<file path="src/inc/vshift_pkg.sv">
`default_nettype none
package vshift_pkg;
  // ==========================================================
  // Instruction fields
  // ==========================================================
  localparam logic [5:0] EXT_MAJOR_OPCODE = 6'h1f;  // 011111
  localparam logic [5:0] SHIFT_GROUP_FUNC = 6'h13;  // 010011
  localparam logic [4:0] SUB_BQ_VAR       = 5'h06;  // 00110
  localparam logic [4:0] SUB_BQ_VAR_RND   = 5'h07;  // 00111
  localparam logic [4:0] SUB_W_VAR_RND    = 5'h17;  // 10111
  localparam logic [4:0] SUB_W_IMM_RND    = 5'h15;  // 10101
  localparam logic [4:0] SUB_HP_IMM_LOG   = 5'h19;  // 11001
  localparam int MAJOR_HI = 31;
  localparam int MAJOR_LO = 26;
  localparam int AMT_HI   = 25;
  localparam int AMT_LO   = 21;
  localparam int VAL_HI   = 20;
  localparam int VAL_LO   = 16;
  localparam int DST_HI   = 15;
  localparam int DST_LO   = 11;
  localparam int SUB_HI   = 10;
  localparam int SUB_LO   = 6;
  localparam int FUNC_HI  = 5;
  localparam int FUNC_LO  = 0;
  localparam int EXEC_LATENCY = 1;  // Cycles from issue to result

  // Operation selector
  typedef enum logic [2:0] {
    OP_NONE     = 3'b000,
    OP_BQ_VAR   = 3'b001,
    OP_BQ_RND   = 3'b010,
    OP_W_VAR    = 3'b011,
    OP_W_IMM    = 3'b100,
    OP_HP_LOG   = 3'b101
  } shift_op_t;
endpackage
`default_nettype wire

</file>
<file path="src/rtl/dsp_vector_shift_right_unit.sv">
`timescale 1ns/1ps
`default_nettype none
// Function
// - Decode packed-byte arithmetic shift, plain and rounding
// - Decode register-amount rounding word shift
// - Decode immediate rounding word shift, amount bits 25:21
// - Decode halfword logical shift, bit25 zero
// - Byte shifts use amount bits 2:0
// - Rounding byte: nine-bit add, keep bits 8:1
// - Zero-amount rounding byte passes unchanged
// - Byte result sign fills upper 32 bits
// - Register word shift uses amount bits 4:0
// - Rounded word result sign-extended to 64
// - Halfword logical shift zero-fills, amount 0-15
// - Upper halfword bit 15 fills upper 32
// - No operand-dependent exceptions raised
module dsp_vector_shift_right_unit
  import vshift_pkg::*;
(
  input  wire logic        i_mclk,
  input  wire logic        i_rst_n,
  input  wire logic        i_issue,
  input  wire logic [31:0] i_instr,
  input  wire logic [63:0] i_amount_source_reg,
  input  wire logic [63:0] i_value_source_reg,
  output logic             o_valid,
  output logic             o_hit,
  output logic      [4:0]  o_dest_idx,
  output logic      [63:0] o_result
);
  // ==========================================================
  // Shift helpers
  // ==========================================================
  // Rounding arithmetic byte shift; zero amount appends a zero only
  function automatic logic [7:0] rnd_byte(input logic [7:0] a,
                                          input logic [2:0] s);
    logic [8:0] t;
    t = {a, 1'b0};
    if (s != 3'h0)
    begin
      t = 9'($signed({a, 1'b0}) >>> s) + 9'h001;
    end
    rnd_byte = t[8:1];
  endfunction

  // Rounding arithmetic word shift over a 33-bit intermediate
  function automatic logic [31:0] rnd_word(input logic [31:0] a,
                                           input logic [4:0] s);
    logic [32:0] t;
    t = {a, 1'b0};
    if (s != 5'h00)
    begin
      t = 33'($signed({a, 1'b0}) >>> s) + 33'h1;
    end
    rnd_word = t[32:1];
  endfunction

  // ==========================================================
  // Decode and compute
  // ==========================================================
  typedef struct packed {
    logic        valid;
    logic        hit;
    logic [4:0]  dest;
    logic [63:0] res;
  } state_t;

  state_t     st_q;
  state_t     st_d;
  logic [2:0] op;
  logic [4:0] imm_amt;
  logic [31:0] v;
  logic [31:0] r32;
  logic [2:0] bamt;
  logic [15:0] hp_hi;
  logic [15:0] hp_lo;

  vshift_decode u_dec (
    .i_instr   (i_instr),
    .o_op      (op),
    .o_imm_amt (imm_amt)
  );

  assign v    = i_value_source_reg[31:0];
  assign bamt = i_amount_source_reg[2:0];

  // Next result; purely combinational from operands, no traps
  always_comb
  begin
    st_d = '0;
    r32  = '0;
    hp_hi = v[31:16] >> imm_amt[3:0];
    hp_lo = v[15:0] >> imm_amt[3:0];
    case (shift_op_t'(op))
      OP_BQ_VAR:
      begin
        for (int i = 0; i < 4; i++)
          r32[8*i +: 8] = 8'($signed(v[8*i +: 8]) >>> bamt);
      end
      OP_BQ_RND:
      begin
        for (int i = 0; i < 4; i++)
          r32[8*i +: 8] = rnd_byte(v[8*i +: 8], bamt);
      end
      OP_W_VAR: r32 = rnd_word(v, i_amount_source_reg[4:0]);
      OP_W_IMM: r32 = rnd_word(v, imm_amt);
      OP_HP_LOG: r32 = {hp_hi, hp_lo};
      default:  r32 = '0;
    endcase
    // All five results sign-extend from bit 31 of the 32-bit result;
    // idle cycles give zero so stale operands never reach writeback
    if (i_issue)
    begin
      st_d.res = {{32{r32[31]}}, r32};
    end
    st_d.hit   = i_issue && (op != OP_NONE);
    st_d.valid = i_issue;
    st_d.dest  = i_instr[DST_HI:DST_LO];
  end

  // Result register presents to writeback one cycle later
  always_ff @(posedge i_mclk or negedge i_rst_n)
  begin
    if (!i_rst_n)
      st_q <= '0;
    else
      st_q <= st_d;
  end

  assign o_valid    = st_q.valid;
  assign o_hit      = st_q.hit;  // no other exception output
  assign o_dest_idx = st_q.dest;
  assign o_result   = st_q.res;

  // ==========================================================
  // Reference arithmetic for the checks
  // ==========================================================
  // Round half up as add-then-shift; built apart from rnd_byte so that
  // a slip in one formulation shows up against the other
  function automatic logic [7:0] ref_rnd8(input logic [7:0] a,
                                          input logic [2:0] s);
    logic signed [8:0] t;
    t = $signed({a[7], a});
    if (s != 3'h0)
    begin
      t = (t + (9'sh001 <<< (s - 3'h1))) >>> s;
    end
    ref_rnd8 = t[7:0];
  endfunction

  // Same add-then-shift rounding over a signed word
  function automatic logic [31:0] ref_rnd32(input logic [31:0] a,
                                            input logic [4:0] s);
    logic signed [32:0] t;
    t = $signed({a[31], a});
    if (s != 5'h00)
    begin
      t = (t + (33'sh000000001 <<< (s - 5'h01))) >>> s;
    end
    ref_rnd32 = t[31:0];
  endfunction
endmodule // dsp_vector_shift_right_unit
`default_nettype wire

</file>
<file path="src/rtl/vshift_decode.sv">
`timescale 1ns/1ps
`default_nettype none
module vshift_decode
  import vshift_pkg::*;
(
  input  wire logic [31:0] i_instr,
  output logic      [2:0]  o_op,
  output logic      [4:0]  o_imm_amt
);
  // ==========================================================
  // Field decode
  // ==========================================================
  logic grp;
  assign grp = (i_instr[MAJOR_HI:MAJOR_LO] == EXT_MAJOR_OPCODE) &&
               (i_instr[FUNC_HI:FUNC_LO] == SHIFT_GROUP_FUNC);
  assign o_imm_amt = i_instr[AMT_HI:AMT_LO];

  // Sub-operation selects one of the five shifts
  always_comb
  begin
    o_op = OP_NONE;
    if (grp)
    begin
      case (i_instr[SUB_HI:SUB_LO])
        SUB_BQ_VAR:     o_op = OP_BQ_VAR;
        SUB_BQ_VAR_RND: o_op = OP_BQ_RND;
        SUB_W_VAR_RND:  o_op = OP_W_VAR;
        SUB_W_IMM_RND:  o_op = OP_W_IMM;
        SUB_HP_IMM_LOG:
          if (!i_instr[AMT_HI]) o_op = OP_HP_LOG;
        default:        o_op = OP_NONE;
      endcase
    end
  end
endmodule // vshift_decode
`default_nettype wire

</file>
<file path="config.mk">
export PLATFORM = sky130hd
export DESIGN_NAME = dsp_vector_shift_right_unit
export DESIGN_NICKNAME = d
export VERILOG_FILES = /design/src/inc/vshift_pkg.sv /design/src/rtl/dsp_vector_shift_right_unit.sv /design/src/rtl/vshift_decode.sv
export SDC_FILE = /design/constraint.sdc
export NUM_CORES = 1
export LEC_CHECK = 0
export BUFFER_PORTS_ARGS = -buffer_cell sky130_fd_sc_hd__buf_2
export CAP_MARGIN = 15
export CORE_ASPECT_RATIO = 1.4
export CORE_UTILIZATION = 60
export CTS_CLUSTER_DIAMETER = 30
export DETAILED_ROUTE_END_ITERATION = 8
export PLACE_DENSITY = 0.88
export REMOVE_ABC_BUFFERS = 1
export SLEW_MARGIN = 25
export SYNTH_ARGS = -nofsm -noshare
export SYNTH_HDL_FRONTEND = slang
export SYNTH_SLANG_ARGS = --single-unit
</file>
<file path="constraint.sdc">
create_clock -name i_mclk -period 3.08 [get_ports i_mclk]
set_input_delay 0.462 -clock i_mclk [delete_from_list [all_inputs] [get_ports i_mclk]]
set_output_delay 0.462 -clock i_mclk [all_outputs]
set_load 0.02 [all_outputs]
</file>
==> results by group, run 1 <==
Outcome
  – Status: did not finish
  – Halt Stage: global routing
  – Err: [ERROR GRT-0116] Global routing finished with congestion. Check the congestion regions in the DRC Viewer.

Synthesis
  – Post-Syn Area: 9940 sq um
  – Seq/Total Area, Yosys: 0.0982
  – Synth top area cells: mux4_2, dfrtp_1, mux2i_1, nand2_1, mux2_2
  – Synth Area per Inst: 7.86 sq um
  – Share of the synthesized area in the top cell type: 0.118
  – Syn Inst Count: 1265
  – Netlist cell types: 103
  – Post-synth top flop: dfrtp_1
  – YS warnings: 0
  – Synthesized flop and latch total: 39
  – EDFF count, synth: 0
  – Synth area leader: mux4_2
  – Post-synth ARST share: 1.00

Global route
  – Global-route wire length before repair: 127 mm
  – Gr usage total: 0.955
  – GR Overflow Total: 858
  – Largest net degree at the start of global routing: 40
  – Vias in the first global route: 19300

Placement
  – Port bufs: 137
  – GP Congestion: 1.25
  – Hpwl dp: 43.9 mm

Floorplan
  – Top-Level Pins: 234
  – Die width: 111 microns
  – Initial Utilization: 0.615
  – # rows: 55
  – Die Y: 154 microns

Clock tree
  – Clock sink count: 39
  – Max H-tree Level: 2
  – CTS Root Cell: clkbuf_16
  – Total CTS buffers: 5
  – CTS Hold Bufs: 0
  – Clock buffer depth: 2
[metal layers]
layer / GRT overflow / GRT usage
met1: 29 / 0.902
met2: 568 / 1.14
met3: 39 / 0.796
met4: 222 / 1.05
met5: 0 / 0.504
[cells in the mapped netlist, types with 10 or more instances]
master and n:
a211oi_1 13, a21oi_1 68, a221oi_1 19, a222oi_1 12
a31oi_1 23, and2_1 13, and3_1 12, buf_2 24
buf_4 37, clkbuf_1 75, dfrtp_1 39, mux2_2 40
mux2i_1 65, mux4_1 10, mux4_2 52, nand2_1 144
nand2b_1 16, nand3_1 31, nor2_1 106, nor2b_1 14
nor3_1 29, o211ai_1 17, o21ai_0 84, o22ai_1 21
xnor2_1 35, xor2_1 24
[stage by stage]
stage          area [sq um]  setup slack, ns  setup TNS, ns  std cells
2_1_floorplan          9090            -1.60         -66.02       1112
3_3_place_gp          13600           -0.846         -13.68       1904
3_5_place_dp          13600            -1.04         -20.58       1904
4_1_cts               14800           -0.148         -0.995       1934
[logic make-up after synthesis]
| family | count (synthesis) | share of synthesized area |
|---|---|---|
| muxes | 174 | 0.263 |
| and+or+nand+nor | 439 | 0.221 |
| buffers and inverters | 165 | 0.0903 |
| adders and majority gates | 6 | 0.00755 |
| AOI/OAI and AO/OA | 383 | 0.267 |
| DFF | 39 | 0.0982 |
| xor gates and xnor gates | 59 | 0.0520 |
[what timing repair did]
item                       CTS
buffers inserted            19
setup endpoints to repair   31
pin swaps                   56
resized for setup          189
gates cloned                 3
==> run 2, diff against run 1 <==
--- a/config.mk
+++ b/config.mk
@@ -7,11 +7,9 @@
 export LEC_CHECK = 0
 export BUFFER_PORTS_ARGS = -buffer_cell sky130_fd_sc_hd__buf_2
 export CAP_MARGIN = 15
-export CORE_ASPECT_RATIO = 1.4
-export CORE_UTILIZATION = 60
-export CTS_CLUSTER_DIAMETER = 30
+export CORE_UTILIZATION = 40
 export DETAILED_ROUTE_END_ITERATION = 8
-export PLACE_DENSITY = 0.88
+export PLACE_DENSITY_LB_ADDON = 0.15
 export REMOVE_ABC_BUFFERS = 1
 export SLEW_MARGIN = 25
 export SYNTH_ARGS = -nofsm -noshare
==> run 2 against run 1 <==
  * The flow now finishes, with violations (setup timing)
  * Synthesized cell count is the same
  * Area after synthesis did not move
==> results by group, run 2 <==
Global route
  – Initial antenna violation count: 0
  – Largest net degree at the start of global routing: 40
  – GR Overflow Total: 0
  – Vias in the first global route: 12900
  – Global-route wire length before repair: 82.2 mm
  – Gr usage total: 0.430

Synthesis
  – Post-Synth Simple-Gate Area: 0.221 (unchanged)
  – Synth top area cells: mux4_2, dfrtp_1, mux2i_1, nand2_1, mux2_2
  – Post-Syn Area: 9940 sq um (unchanged)
  – Post-Synth Adder-Cell Area: 0.00755 (unchanged)
  – Syn Inst Count: 1265 (unchanged)
  – Share of the synthesized area in the top cell type: 0.118 (unchanged)
  – Seq/Total Area, Yosys: 0.0982 (unchanged)
  – Synth area leader: mux4_2
  – Synth Area in XOR/XNOR: 0.0520 (unchanged)
  – Mux cell area share after synthesis: 0.263 (unchanged)
  – Complex-gate fraction of the synthesized area: 0.267 (unchanged)
  – EDFF count, synth: 0 (unchanged)
  – Synth top cells by count: nand2_1, nor2_1, o21ai_0
  – Main combinational cell family by area after synthesis: compound AO/OA/AOI/OAI gates
  – YS warnings: 0 (unchanged)
  – Synth Area per Inst: 7.86 sq um (unchanged)
  – Post-synth ARST share: 1.00 (unchanged)
  – Top-count cell post-synth: nand2_1
  – Post-synth top flop: dfrtp_1
  – Synthesized flop and latch total: 39 (unchanged)
  – Netlist cell types: 103 (unchanged)

Floorplan
  – Die Y: 160 microns (+3.5%)
  – CORE AREA: 24300 sq um
  – Die width: 160 microns (+44%)
  – Top-Level Pins: 234 (unchanged)
  – Die area: 25500 sq um
  – # rows: 57 (+3.6%)
  – Initial Utilization: 0.409 (-0.206)

Clock tree
  – Max H-tree Level: 2 (unchanged)
  – Clock buffer depth: 2 (unchanged)
  – Worst-path clk slew: 0.06 ns
  – Clock sink count: 39 (unchanged)
  – CTS Root Cell: clkbuf_16
  – Total CTS buffers: 5 (unchanged)
  – TritonCTS clock tree: built

Timing
  – RSZ-0062 raised after global routing: yes
  – Slew margin rel.: 0.460
  – Worst hold slack: 0.265 ns
  – Slew @ Worst Pin: 0.810 ns
  – Minimum clock period: 3.21 ns
  – Fin crit share: 1.04
  – Final setup fails: 21
  – Max frequency: 312 MHz
  – TNS Setup: -1.53 ns
  – Final Hold Fails: 0
  – PnR worst setup slack: -0.126 ns
  – Max Slew Vio Count: 0

Layout
  – Share of post-route cells with drive strength above 1: 0.558
  – Total of fill cells in the finished design: 2028
  – Max FFs per register: 32
  – Fin util: 0.686
  – P&R area growth vs syn: 67.7%
  – Commonest non-fill, non-tap cell in the layout: buf_4
  – Area of the multi-input gates: 9170 sq um
  – Nets: 2031
  – Register area: 976 sq um
  – Most frequent cells in the layout: buf_4, nand2_1, buf_2, nor2_1, o21ai_0

Power and ir drop
  – Power Total: 0.00398 W
  – P per Cell Area: 238 nW/um^2
  – Leakage power: 7.49 nW
  – Worst vdd ir: 0.000361 V

Setup path
  – CP required: 3.29 ns
  – Critical path arrival: 3.42 ns
  – Endpoint class of the critical path: flop
  – CP startpoint kind: input pin
  – Critical path type: input pin to flop
  – Crit Path Max Fanout: 6

Outcome
  – Failing checks: setup timing
  – Status: finished with violations

Job
  – # Max-Cap Violations: 0

Drt
  – Vias: 13800
  – DRT iter0 DRCs: 1754
  – Overall routed net length: 57.0 mm
  – First-pass DRT Iterations: 6
  – DR vias/cell: 6.31
  – DRC Markers: 0
  – Antenna-violating nets left: 0
  – WL/cell: 26.1 microns

Placement
  – GP Congestion: 1.02 (-18%)
  – Port bufs: 137 (unchanged)
  – Dpl ws: -0.747 ns (+0.293 ns)
  – Hpwl dp: 45.2 mm (+2.8%)

Hold path
  – Worst Hold Class: input pin to async pin
[run 2: through the flow]
stage          std cells  cell area, sq um
4_1_cts             2164             15700
5_1_grt             2187             16700
3_5_place_dp        2124             14600
6_report            2188             16700
3_3_place_gp        2124             14600
2_1_floorplan       1112              9090
[run 2: how the worst max path moves through the flow]
stage                      startpoint                      to  slack [ns]  depth (start not counted)
6_report                  i_instr[21]  o_result[11]$_DFF_PN0_       -0.13                         14
5_1_grt        i_amount_source_reg[0]  o_result[25]$_DFF_PN0_       -0.23                         14
4_1_cts                   i_instr[21]  o_result[28]$_DFF_PN0_       -0.06                         12
3_5_place_dp   i_amount_source_reg[0]  o_result[26]$_DFF_PN0_       -0.75                         14
3_3_place_gp              i_instr[23]  o_result[27]$_DFF_PN0_       -0.74                         15
2_1_floorplan  o_result[62]$_DFF_PN0_            o_result[31]       -1.60                          0
[run 2: worst max-delay path, cell delays in order]
cell and delay (ns):
buf_12 0.09, buf_8 0.13, mux4_2 0.54, and2_4 0.17, or2_0 0.22, mux4_2 0.53, ha_2 0.21, nand2_2 0.09
nor3_4 0.07, buf_6 0.13, nand2_1 0.08, xor2_1 0.41, a221oi_2 0.13, nor2_1 0.13
[run 2: kinds of logic after synthesis]
logic type | after synthesis
simple gates | 439
compound gates | 383
mux | 174
buf+inv | 165
xor+xnor | 59
flops | 39
fa+ha+maj | 6
[run 2: power breakdown]
part / internal [W] / switching, W / total (W)
registers: 0.000516 / 0.000000783 / 0.000517
clock network: 0.000406 / 0.000196 / 0.000603
logic: 0.00139 / 0.00146 / 0.00286
[run 2: layout make-up]
| class | instances | area share |
|---|---|---|
| Inverter | 12 | 0.00285 |
| Sequential cell | 39 | 0.0585 |
| Clock inverter | 2 | 0.00233 |
| Clock buffer | 6 | 0.00833 |
| Tap cell | 324 | 0.0243 |
| Multi-Input combinational cell | 1062 | 0.550 |
| Timing Repair Buffer | 742 | 0.354 |
| Antenna cell | 1 | 0.000150 |
[run 2: timing repair]
item	CTS	global route
hold buffers	0	0
gates resized for setup	165	155
cloned	3	3
setup endpoints to repair	31	30
buffers inserted	31	22
pin swaps	41	58
[run 2: layer usage]
layer,part of all wire,wire length [microns],global-route usage,vias to the layer above
li1,-,-,-,6031
met1,0.41,23400,0.596,6691
met2,0.44,24900,0.673,940
met3,0.10,5920,0.0649,150
met4,0.048,2760,0.160,0
met5,0,0,0,-
Note: power is estimated with default switching activity, not from simulation.
